File: src/hdl/cpcfg_pkg.sv
// Package for the codec port clock and frame configuration block
`default_nettype none
package cpcfg_pkg;
  // Register byte addresses
  localparam logic [15:0] CPCFG_ADDR_CFG4 = 16'hFFDD;
  localparam logic [15:0] CPCFG_ADDR_CFG3 = 16'hFFDE;
  localparam logic [15:0] CPCFG_ADDR_CFG2 = 16'hFFDF;
  localparam logic [15:0] CPCFG_ADDR_STAT = 16'hFFE0;
  // Reset values
  localparam logic [7:0] CPCFG_RST_CFG4 = 8'h00;
  localparam logic [7:0] CPCFG_RST_CFG3 = 8'h00;
  localparam logic [7:0] CPCFG_RST_CFG2 = 8'h00;
  // Field positions
  localparam int CPCFG_SLOT_SEL_LSB = 4;
  localparam int CPCFG_SRC_SEL_BIT = 3;
  localparam int CPCFG_DIV_LSB = 0;
  localparam int CPCFG_FS_LEN_BIT = 3;
  localparam int CPCFG_SWAP_BIT = 2;
  localparam int CPCFG_BCLK_DIR_BIT = 1;
  localparam int CPCFG_FS_DIR_BIT = 0;
  localparam int CPCFG_SLOT0_LSB = 6;
  localparam int CPCFG_SLOTLEN_LSB = 0;
  // Divider code meaning off
  localparam logic [2:0] CPCFG_DIV_OFF = 3'h0;
  // Sample size codes: bytes minus one
  localparam logic [1:0] CPCFG_BYTES_2 = 2'h1;
  localparam logic [1:0] CPCFG_BYTES_3 = 2'h2;
  localparam logic [1:0] CPCFG_BYTES_4 = 2'h3;

  // Decoded configuration
  typedef struct packed {
    logic [3:0] secondary_slot_select;
    logic divider_source_sel;
    logic [2:0] bit_clock_divide;
    logic frame_sync_length_sel;
    logic sample_byte_swap;
    logic bit_clock_dir;
    logic frame_sync_dir;
    logic [1:0] slot_zero_length;
    logic [2:0] slot_length;
  } cpcfg_cfg_t;

  // One audio sample on the DMA path
  typedef struct packed {
    logic valid;
    logic [1:0] nbytes;
    logic [31:0] data;
  } cpcfg_sample_t;
endpackage : cpcfg_pkg
`default_nettype wire

File: src/hdl/cpcfg_top.sv
// Codec port bit clock, frame sync, slot and byte order logic
// Function
// - Frame sync lasts slot zero or one
// - Byte swap reverses bytes of each sample
// - Bit clock pin input when direction set
// - Frame sync pin input when direction set
// - AC97: address in slot, data next
// - Other modes: address, data same slot
// - Source select picks divide-by-I or divide-by-M
// - Divider code zero off, else N+1
// - Slot zero length code 8/16/32, code zero follows the ordinary slot length
`default_nettype none
module cpcfg_top (
  // Clock and reset
  input wire logic clk,
  input wire logic rst_n,
  // Register port
  input wire logic [15:0] reg_addr,
  input wire logic [7:0] reg_wdata,
  input wire logic reg_wr,
  input wire logic reg_rd,
  output logic [7:0] reg_rdata,
  // Source ticks from divide-by-M and divide-by-I stages
  input wire logic div_m_tick,
  input wire logic div_i_tick,
  // Mode from the port mode register
  input wire logic ac97_mode,
  // Bit clock pin
  input wire logic port_bit_clock_i,
  output logic port_bit_clock_o,
  output logic port_bit_clock_oe,
  // Frame sync pin
  input wire logic port_frame_sync_i,
  output logic port_frame_sync_o,
  output logic port_frame_sync_oe,
  // Slot markers for secondary words
  output logic sec_addr_slot,
  output logic sec_data_slot,
  // DMA sample path
  input wire cpcfg_pkg::cpcfg_sample_t dma_in,
  output cpcfg_pkg::cpcfg_sample_t dma_out
);
  import cpcfg_pkg::*;

  logic [7:0] cfg4_r;
  logic [7:0] cfg3_r;
  logic [7:0] cfg2_r;
  logic [7:0] rdata_r;
  cpcfg_cfg_t cfg;
  logic bclk_s1_r, bclk_s2_r, bclk_s3_r;
  logic fs_s1_r, fs_s2_r, fs_s3_r;
  logic [2:0] div_cnt_r;
  logic [2:0] div_cnt_nxt;
  logic bclk_gen_r;
  logic div_rise;
  logic src_tick;
  logic bclk_rise;
  logic fs_rise;
  logic [5:0] bit_cnt_r, bit_cnt_nxt;
  logic [3:0] slot_r, slot_nxt;
  logic [5:0] cur_len;
  logic fs_out_r, fs_oe_r, bclk_oe_r;
  logic sec_addr_r, sec_data_r;
  cpcfg_sample_t dma_r;

  // Length of the ordinary slots, in bit clocks
  function automatic logic [5:0] slot_len_f(input logic [2:0] code);
    case (code)
      3'h0: slot_len_f = 6'h08;
      3'h1: slot_len_f = 6'h10;
      3'h2: slot_len_f = 6'h12;
      3'h3: slot_len_f = 6'h14;
      3'h4: slot_len_f = 6'h18;
      3'h5: slot_len_f = 6'h20;
      default: slot_len_f = 6'h08; // Reserved codes fall back to 8
    endcase
  endfunction : slot_len_f

  // Length of slot zero
  function automatic logic [5:0] slot0_len_f(input logic [1:0] code,
                                             input logic [2:0] other);
    case (code)
      2'h1: slot0_len_f = 6'h08;
      2'h2: slot0_len_f = 6'h10;
      2'h3: slot0_len_f = 6'h20;
      default: slot0_len_f = slot_len_f(other);
    endcase
  endfunction : slot0_len_f

  // Reverse the used bytes of a sample, upper bytes zero for 2 or 3 bytes
  function automatic logic [31:0] swap_f(input logic [31:0] d,
                                         input logic [1:0] n);
    case (n)
      CPCFG_BYTES_2: swap_f = {16'h0000, d[7:0], d[15:8]};
      CPCFG_BYTES_3: swap_f = {8'h00, d[7:0], d[15:8], d[23:16]};
      CPCFG_BYTES_4: swap_f = {d[7:0], d[15:8], d[23:16], d[31:24]};
      default: swap_f = d; // One byte has no order to reverse
    endcase
  endfunction : swap_f

  // Field view of the stored registers
  always_comb begin
    cfg.secondary_slot_select = cfg4_r[CPCFG_SLOT_SEL_LSB +: 4];
    cfg.divider_source_sel = cfg4_r[CPCFG_SRC_SEL_BIT];
    cfg.bit_clock_divide = cfg4_r[CPCFG_DIV_LSB +: 3];
    cfg.frame_sync_length_sel = cfg3_r[CPCFG_FS_LEN_BIT];
    cfg.sample_byte_swap = cfg3_r[CPCFG_SWAP_BIT];
    cfg.bit_clock_dir = cfg3_r[CPCFG_BCLK_DIR_BIT];
    cfg.frame_sync_dir = cfg3_r[CPCFG_FS_DIR_BIT];
    cfg.slot_zero_length = cfg2_r[CPCFG_SLOT0_LSB +: 2];
    cfg.slot_length = cfg2_r[CPCFG_SLOTLEN_LSB +: 3];
  end

  // Register writes
  always_ff @(posedge clk) begin
    if (!rst_n) begin
      cfg4_r <= CPCFG_RST_CFG4;
      cfg3_r <= CPCFG_RST_CFG3;
      cfg2_r <= CPCFG_RST_CFG2;
    end else if (reg_wr) begin
      if (reg_addr == CPCFG_ADDR_CFG4) cfg4_r <= reg_wdata;
      if (reg_addr == CPCFG_ADDR_CFG3) cfg3_r <= {4'h0, reg_wdata[3:0]};
      if (reg_addr == CPCFG_ADDR_CFG2) cfg2_r <= {reg_wdata[7:6], 3'h0,
                                                  reg_wdata[2:0]};
    end
  end

  // Read data one cycle after the strobe, unmapped reads zero
  always_ff @(posedge clk) begin
    if (!rst_n) begin
      rdata_r <= 8'h00;
    end else if (reg_rd) begin
      case (reg_addr)
        CPCFG_ADDR_CFG4: rdata_r <= cfg4_r;
        CPCFG_ADDR_CFG3: rdata_r <= cfg3_r;
        CPCFG_ADDR_CFG2: rdata_r <= cfg2_r;
        CPCFG_ADDR_STAT: rdata_r <= {slot_r, 2'h0, fs_out_r, bclk_gen_r};
        default: rdata_r <= 8'h00;
      endcase
    end else begin
      rdata_r <= 8'h00;
    end
  end
  assign reg_rdata = rdata_r;

  // Pin synchronisers; stage one feeds only stage two
  always_ff @(posedge clk) begin
    if (!rst_n) begin
      bclk_s1_r <= 1'b0;
      bclk_s2_r <= 1'b0;
      bclk_s3_r <= 1'b0;
      fs_s1_r <= 1'b0;
      fs_s2_r <= 1'b0;
      fs_s3_r <= 1'b0;
    end else begin
      bclk_s1_r <= port_bit_clock_i;
      bclk_s2_r <= bclk_s1_r;
      bclk_s3_r <= bclk_s2_r;
      fs_s1_r <= port_frame_sync_i;
      fs_s2_r <= fs_s1_r;
      fs_s3_r <= fs_s2_r;
    end
  end

  // Divider source and next count
  always_comb begin
    src_tick = cfg.divider_source_sel ? div_i_tick : div_m_tick;
    div_cnt_nxt = div_cnt_r;
    if (cfg.bit_clock_divide == CPCFG_DIV_OFF) begin
      div_cnt_nxt = 3'h0;
    end else if (src_tick || (div_cnt_r > cfg.bit_clock_divide)) begin
      // Wrap at the code; a count left above a lowered code wraps at once
      div_cnt_nxt = (div_cnt_r >= cfg.bit_clock_divide) ? 3'h0 :
                    3'(div_cnt_r + 3'h1);
    end
  end
  assign div_rise = src_tick && (cfg.bit_clock_divide != CPCFG_DIV_OFF) &&
                    (div_cnt_nxt == 3'h0);

  // Generated bit clock, high in the first half of each period
  always_ff @(posedge clk) begin
    if (!rst_n) begin
      div_cnt_r <= 3'h0;
      bclk_gen_r <= 1'b0;
    end else begin
      div_cnt_r <= div_cnt_nxt;
      if (cfg.bit_clock_divide == CPCFG_DIV_OFF) begin
        bclk_gen_r <= 1'b0;
      end else if (src_tick) begin
        bclk_gen_r <= {1'b0, div_cnt_nxt} <
                      4'(({1'b0, cfg.bit_clock_divide} + 4'h1) >> 1);
      end
    end
  end

  // Bit clock edge from the pin or the divider
  assign bclk_rise = cfg.bit_clock_dir ? (bclk_s2_r && !bclk_s3_r) :
                     div_rise;
  assign fs_rise = cfg.frame_sync_dir && fs_s2_r && !fs_s3_r;
  assign cur_len = (slot_r == 4'h0) ?
                   slot0_len_f(cfg.slot_zero_length, cfg.slot_length) :
                   slot_len_f(cfg.slot_length);

  // Next frame position; an incoming sync restarts the frame
  always_comb begin
    bit_cnt_nxt = bit_cnt_r;
    slot_nxt = slot_r;
    if (fs_rise) begin
      bit_cnt_nxt = 6'h00;
      slot_nxt = 4'h0;
    end else if (bclk_rise) begin
      if (bit_cnt_r >= 6'(cur_len - 6'h01)) begin
        bit_cnt_nxt = 6'h00;
        slot_nxt = 4'(slot_r + 4'h1);
      end else begin
        bit_cnt_nxt = 6'(bit_cnt_r + 6'h01);
      end
    end
  end

  // Frame position counters
  always_ff @(posedge clk) begin
    if (!rst_n) begin
      bit_cnt_r <= 6'h00;
      slot_r <= 4'h0;
    end else begin
      bit_cnt_r <= bit_cnt_nxt;
      slot_r <= slot_nxt;
    end
  end

  // Frame sync driven only when it is an output
  always_ff @(posedge clk) begin
    if (!rst_n) begin
      fs_out_r <= 1'b0;
    end else if (cfg.frame_sync_dir) begin
      fs_out_r <= 1'b0;
    end else if (bclk_rise) begin
      fs_out_r <= (slot_nxt == 4'h0) &&
                  (cfg.frame_sync_length_sel || bit_cnt_nxt == 6'h00);
    end
  end

  // Pin enables follow the direction bits
  always_ff @(posedge clk) begin
    if (!rst_n) begin
      bclk_oe_r <= 1'b1;
      fs_oe_r <= 1'b1;
    end else begin
      bclk_oe_r <= !cfg.bit_clock_dir;
      fs_oe_r <= !cfg.frame_sync_dir;
    end
  end
  assign port_bit_clock_o = bclk_gen_r;
  assign port_bit_clock_oe = bclk_oe_r;
  assign port_frame_sync_o = fs_out_r;
  assign port_frame_sync_oe = fs_oe_r;

  // Secondary slot markers; AC97 puts the data one slot later
  always_ff @(posedge clk) begin
    if (!rst_n) begin
      sec_addr_r <= 1'b0;
      sec_data_r <= 1'b0;
    end else begin
      sec_addr_r <= slot_r == cfg.secondary_slot_select;
      sec_data_r <= ac97_mode ?
                    (slot_r == 4'(cfg.secondary_slot_select + 4'h1)) :
                    (slot_r == cfg.secondary_slot_select);
    end
  end
  assign sec_addr_slot = sec_addr_r;
  assign sec_data_slot = sec_data_r;

  // Byte order stage, one cycle of latency either way
  always_ff @(posedge clk) begin
    if (!rst_n) begin
      dma_r <= '0;
    end else begin
      dma_r.valid <= dma_in.valid;
      dma_r.nbytes <= dma_in.nbytes;
      dma_r.data <= cfg.sample_byte_swap ?
                    swap_f(dma_in.data, dma_in.nbytes) : dma_in.data;
    end
  end
  assign dma_out = dma_r;
endmodule : cpcfg_top
`default_nettype wire

File: config.mk
export PLATFORM = sky130hd
export DESIGN_NAME = cpcfg_top
export DESIGN_NICKNAME = d
export VERILOG_FILES = /design/src/hdl/cpcfg_pkg.sv /design/src/hdl/cpcfg_top.sv
export SDC_FILE = /design/constraint.sdc
export NUM_CORES = 1
export LEC_CHECK = 0
export BUFFER_PORTS_ARGS = -buffer_cell sky130_fd_sc_hd__buf_2
export CAP_MARGIN = 20
export CORE_ASPECT_RATIO = 1.25
export CORE_MARGIN = 4
export CORE_UTILIZATION = 57
export DETAILED_ROUTE_END_ITERATION = 12
export PLACE_DENSITY_LB_ADDON = 0.15
export SKIP_CTS_REPAIR_TIMING = 1
export SYNTH_ARGS = -nofsm -noshare
export SYNTH_HDL_FRONTEND = slang
export SYNTH_SLANG_ARGS = --single-unit
File: constraint.sdc
create_clock -name clk -period 10.6 [get_ports clk]
set_input_delay 1.59 -clock clk [delete_from_list [all_inputs] [get_ports clk]]
set_output_delay 1.59 -clock clk [all_outputs]
set_load 0.01 [all_outputs]
==> results of run 1 <==
how the worst min path moves through the flow:
stage | to | cells past startpoint
after floorplan | port_frame_sync_oe | 1
after CTS | fs_s2_r | 1
after global placement | fs_s2_r | 1
after detailed placement | fs_s2_r | 1
final | fs_s2_r | 1
after global routing | fs_s2_r | 1
metrics by stage:
stage          std cells  hold WS (ns)
6_report             692         0.439
5_1_grt              692         0.455
4_1_cts              691         0.444
3_5_place_dp         676         0.419
3_3_place_gp         676         0.419
2_1_floorplan        493         0.394
state kept, by name, summed over array words and instances, names as in the netlist, 3 cells and up:
signal,flops
cfg4_r,8
dma_out,35
bit_cnt_r,6
cfg3_r,4
cfg2_r,5
reg_rdata,8
div_cnt_r,3
slot_r,4
layout by cell type, fill, tap and decap left out, types with 12 or more instances in the layout:
cell,count
ha_1,18
nor2_1,34
inv_1,12
nand3_1,20
a21oi_1,17
dfxtp_1,85
a22oi_1,12
mux2i_1,33
o21ai_0,37
nand2_1,52
nor2b_1,22
buf_2,116
and2_1,25
per-layer routing:
layer / global-route usage / vias to the layer above
met1: 0.284 / 1825
met3: 0.0599 / 35
li1: - / 1945
met5: 0 / -
met4: 0.157 / 0
met2: 0.420 / 131
kinds of logic (layout without fill, tap and decap cells):
| kind of cell | count (synthesis) | in the layout |
|---|---|---|
| DFF | 85 | 85 |
| AOI/OAI and AO/OA | 111 | 111 |
| buffers and inverters | 39 | 146 |
| and+or+nand+nor | 190 | 190 |
| xor gates and xnor gates | 14 | 14 |
| adders and majority gates | 18 | 18 |
| muxes | 36 | 36 |
power by group through the flow:
stage | sequential [mW] | combinational (mW) | clock [mW]
finish | 0.329 | 0.0576 | 0.280
global placement | 0.337 | 0.0560 | 0
detailed placement | 0.337 | 0.0572 | 0
floorplan | 0.341 | 0.0242 | 0
global route | 0.330 | 0.0638 | 0.296
CTS | 0.330 | 0.0574 | 0.283
area by class of cell:
| type | count | share of cell area |
|---|---|---|
| well taps | 92 | 0.0224 |
| inverters | 12 | 0.00875 |
| flip-flops and latches | 85 | 0.330 |
| clock buffers | 10 | 0.0267 |
| clock inverters | 5 | 0.0207 |
| repair buffers | 119 | 0.117 |
| multi-input cells | 369 | 0.474 |
critical path, cell delays in order, from the launching register on:
cell      delay, ns
dfxtp_1        0.52
inv_1          0.11
ha_1           0.19
nor3b_1        0.16
o21ai_0        0.22
nand2_1        0.08
or2_2          0.30
ha_1           0.21
xnor2_1        0.14
ha_1           0.27
o21ai_0        0.07
o21a_1         0.18
nor2_1         0.39
o211ai_1       0.16
o311a_1        0.33
a2111o_1       0.30
o31ai_1        0.20
==> metrics.txt, run 1 <==
ys async rst share 0; H-tree depth 3; r2r setup slk 6.70 ns; CP arrival about 4.2 ns; CTS tree done; core area 7360 um2; clock-pin slew on the worst setup and hold paths approximately 0.080 ns; CTS Buf Count 9; DR WL/cell roughly 16 um; post-layout util 0.700; mux share of post-synthesis cell area 0.0854; DRT Wirelength 11000 um; Site Rows 35; combinational share of power 0.086; CP Capture Type flop; CP startpoint slot_r[1]; Power, Total 0.667 mW; grt ovf 0; end of the worst register-to-register path port_frame_sync_o; unrepaired setup endpoints after global routing false; port bufs roughly 120; Net Switching 0.151 mW; Pleak about 2.4 nW; HP Class reg2reg; met2 WL 5490 um; Setup CP Type reg2reg; root buffer cell clkbuf_8; max_cap viols 0; DRC viols 0; fin. max-slew vios 0; post-synthesis simple-gate area fraction 0.226; post-synthesis compound-gate area fraction 0.176; peak supply drop between 0.09 and 0.1 mV; post-route setup TNS 0 ns; Reg2Reg Depth 16; TritonRoute pass-1 iters 5; power share of the clock group 0.420; Synth Area in XOR/XNOR 0.0286; first-pass GRT wire length 18100 um; Die Ht approximately 110 um; top-area cell type share of the netlist area 0.397; All-Layer GR Usage 0.252; Initial Util 0.583; P&R area growth vs syn 20.0%; top-count cell post-synth dfxtp_1; Final Hold Viols 0; Ports ~120; Adder-Cell Fraction of Synth Area 0.0525; Post-DRT Antenna Nets 0; Die Area between 8000 and 9000 um2; Seq/Total Area, Yosys 0.397; Yosys warning total 0; Sw Share 0.226; fin crit share 0.368; Area contributors post-synth dfxtp_1, mux2i_1, ha_1; vias per std cell 5.69; post-place setup slack between 6 and 7 ns; highest routed layer met4; skew final between 0.01 and 0.015 ns; crit path capture port_frame_sync_o; Synth Register Bits between 80 and 90; fillers ~610; syn_area_per_cell 8.71 um2; ANT cells 0; largest net degree at the start of global routing 70; clk buf depth 2; number of global-route vias before repair roughly 3.8k; Seq pwr share 0.494; worst endpoint required time 10.87 ns; CP startpoint kind flop; Layout Nets between 600 and 700; via count approximately 3.9k; largest family of logic cells by synthesized area simple AND/OR/NAND/NOR gates; Register Area 1700 um2; Met3 Wirelength roughly 750 um; detailed placement HPWL slightly above 8000 um; Die W ~86 um; fmax 256 MHz; layout cells sized above 1 0.245; Final GP Congestion between 0.9 and 1; final setup vio count 0; Slew HR 0.581; status finished clean; Mapped Area ~4300 um2; PwrDens approximately 130 nW/um2; RR Startpoint slot_r[1]; Hold Crit Start fs_s1_r; top post-synthesis cells by count dfxtp_1, nand2_1, o21ai_0; Finished Cell Area approximately 5000 um2; Placed Area around 4900 um2; Post-synth EDFFs 0; fin crit period 3.90 ns; initial drt markers between 150 and 200; met1 WL roughly 4200 um; multi-input combinational cell area ~2400 um2; Synth area leader dfxtp_1; TritonCTS Sinks 85; Distinct cells, synth 50; P_int 0.516 mW; Synth Flop Type dfxtp_1; CP Max Fanout 9; final setup margin roughly 6.7 ns; Worst Tran Pin Value 0.626 ns; Syn Nets 579; initial antenna violation count 0; post-synthesis cell count approximately 490; Clk Latency, worst-skew pair between 0.3 and 0.4 ns
No activity file was read; power rests on OpenSTA's default activity.
==> run 2: changes to the inputs <==
--- a/config.mk
+++ b/config.mk
@@ -9,7 +9,7 @@
 export CAP_MARGIN = 20
 export CORE_ASPECT_RATIO = 1.25
 export CORE_MARGIN = 4
-export CORE_UTILIZATION = 57
+export CORE_UTILIZATION = 48
 export DETAILED_ROUTE_END_ITERATION = 12
 export PLACE_DENSITY_LB_ADDON = 0.15
 export SKIP_CTS_REPAIR_TIMING = 1
==> constraint.sdc (replaced) <==
create_clock -name clk -period 3.35 [get_ports clk]
set_input_delay 0.5025 -clock clk [delete_from_list [all_inputs] [get_ports clk]]
set_output_delay 0.5025 -clock clk [all_outputs]
set_load 0.01 [all_outputs]
==> run 2 against run 1 <==
  * Final area is 3.1% higher
  * Combinational power grew to 3.2 times the previous value
  * Register-to-register slack worse by 6.6 ns
  * Non-clock buffer count is 10 higher
  * Worst setup slack worse by 6.6 ns
  * Die area is 17% higher
  * Sequential share of layout area is 0.96 points lower
  * First-iteration DRC count is 2.1% lower
  * Hold slack worse by 0.094 ns
  * Critical path depth stayed put
  * Count of clock-buffer cells in the layout stayed put
  * Core utilization is 9.0 points lower
  * Critical path type unchanged
==> metrics.txt, run 2 (same netlist as run 1, synthesis figures left out) <==
status finished clean (unchanged); via count 3994 (was 3936); vias per std cell 5.46 (was 5.69); Worst Tran Pin Value 0.623 ns (was 0.626 ns); Initial Util 0.493 (was 0.583); clk buf depth 2 (unchanged); clock-pin slew on the worst setup and hold paths 0.09 ns (was 0.08 ns); initial antenna violation count 0 (unchanged); number of global-route vias before repair 3928 (was 3849); root buffer cell clkbuf_8 (unchanged); core area 8700 um2 (was 7360 um2); Min Hold Slack 0.344 ns (was 0.439 ns); fmax 309 MHz (was 256 MHz); Clk Latency, worst-skew pair 0.36 ns (about the same); DRC viols 0 (unchanged); port bufs 116 (unchanged); max_cap viols 0 (unchanged); grt ovf 0 (unchanged); CTS tree done (unchanged); TritonRoute pass-1 iters 4 (was 5); PwrDens 373 nW/um2 (was 130 nW/um2); All-Layer GR Usage 0.222 (was 0.252); most frequent cells in the layout buf_2, dfxtp_1, nand2_1 (unchanged); DRT Wirelength 11500 um (was 11000 um); first-pass GRT wire length 18600 um (was 18100 um); CP startpoint kind flop (unchanged); fin crit share 0.967 (was 0.368); HP Class in2reg (was reg2reg); kind of cell adding the most delay to the critical path compound AO/OA/AOI/OAI gates (unchanged); CP Capture Type flop (unchanged); Power, Total 1.98 mW (was 0.667 mW); Critical Path Max Stage Delay 0.39 ns (was 0.52 ns); largest net degree at the start of global routing 60 (was 70); Final Hold Viols 0 (unchanged); Slew HR 0.583 (was 0.581); H-tree depth 3 (unchanged); worst endpoint required time 3.63 ns (was 10.87 ns); DR WL/cell 15.7 um (was 15.9 um); fin. max-slew vios 0 (unchanged); ANT cells 0 (unchanged); P&R area growth vs syn 23.7% (was 20.0%); Setup CP Type reg2reg (unchanged); CP arrival 3.52 ns (was 4.17 ns); most common cell after layout, fill and taps aside buf_2 (unchanged); CP Cell Sequence inv_2 > ha_2 > nor3b_4 > o21ai_2 > nand2_1 > or2_4 > ha_4 > xnor2_2 > ha_1 > o21ai_1 > o21a_1 > nor2_2 > o211ai_1 > o311a_1 > a2111o_1 > o31ai_1 (was inv_1 > ha_1 > nor3b_1 > o21ai_0 > nand2_1 > or2_2 > ha_1 > xnor2_1 > ha_1 > o21ai_0 > o21a_1 > nor2_1 > o211ai_1 > o311a_1 > a2111o_1 > o31ai_1); Post-DRT Antenna Nets 0 (unchanged); initial drt markers 186 (was 190); CP bufs+invs 1 (unchanged); TritonCTS Sinks 85 (unchanged); max FFs per register 35 (unchanged); CP Max Fanout 4 (was 9); Layout Nets 692 (was 682); final setup vio count 0 (unchanged); Die W 92.6 um (was 85.6 um); fin crit period 3.24 ns (was 3.90 ns); skew final 0.0102 ns (was 0.0100 ns); Final GP Congestion 0.904 (was 0.909); Die Area 10500 um2 (was 8990 um2); CTS Buf Count 9 (unchanged); detailed placement HPWL 8510 um (was 8060 um); Die Ht 114 um (was 105 um); fillers 789 (was 606); Slowest-stage cell, CP a2111o_1 (was dfxtp_1); Ports 117 (unchanged); peak supply drop 0.286 mV (was 0.0920 mV); Pleak 2.43 nW (was 2.37 nW); layout cells sized above 1 0.282 (was 0.245); post-place setup slack 0.111 ns (was 6.79 ns); final setup margin 0.112 ns (was 6.70 ns); Site Rows 38 (was 35)
[run 2: changes by cell type in the layout (fill, tap and decap cells not counted), moves of 2 or more]
cell / change
buf_4: +10
bufinv_16: -2
clkinv_4: +2
dfxtp_1: -2
dfxtp_2: +2
ha_1: -3
ha_4: +2
inv_1: -2
inv_2: +2
o21ai_0: -3
or2_2: -3
or2_4: +3
[run 2: worst reg2reg max path: cells and delay by family, from the launching register on]
| kind | cells | cell delay, ns |
|---|---|---|
| AOI/OAI and AO/OA | 7 | 1.44 |
| DFF | 1 | 0.34 |
| xor gates and xnor gates | 1 | 0.13 |
| and+or+nand+nor | 4 | 0.59 |
| adders and majority gates | 3 | 0.61 |
| buffers and inverters | 1 | 0.05 |
[run 2: layout make-up]
type	count	area, um2	share of cell area
multi-input cells	369	2520	0.475
flip-flops and latches	85	1700	0.321
repair buffers	129	678	0.128
well taps	120	150	0.0283
clock buffers	10	138	0.0259
clock inverters	6	71.3	0.0134
inverters	12	45.0	0.00848
[run 2: report_power, final]
group          leakage, nW  switching [mW]  internal [mW]  total, mW
Combinational         1.63          0.0990         0.0841      0.183
Clock               0.0991           0.383          0.370      0.753
Sequential           0.697         0.00630           1.04       1.04
Total                 2.43           0.488           1.49       1.98
[run 2: routing by layer]
metal  vias up  wire length [um]  global-route usage
met5         -                 0                   0
met4         0               346              0.0971
met3        23               823              0.0666
met2       139              6040               0.396
met1      1867              4250               0.241
li1       1965                 -                   -
[run 2: worst paths after layout]
kind              from           endpoint  slack, ns  cells after the start
max          slot_r[0]  port_frame_sync_o       0.11                     16
min          ac97_mode      sec_data_slot       0.34                      2
max reg2reg  slot_r[0]  port_frame_sync_o       0.11                     16
min reg2reg    fs_s1_r            fs_s2_r       0.44                      1
[run 2: through the flow]
step / cell area (um2) / cells / TNS (ns) / util
final: 5310 / 731 / 0 / 0.610
after global routing: 5310 / 731 / -0.0265 / 0.610
after CTS: 5230 / 728 / 0 / 0.601
after detailed placement: 5020 / 712 / 0 / 0.577
after global placement: 5020 / 712 / 0 / 0.577
after floorplan: 4340 / 493 / 0 / -
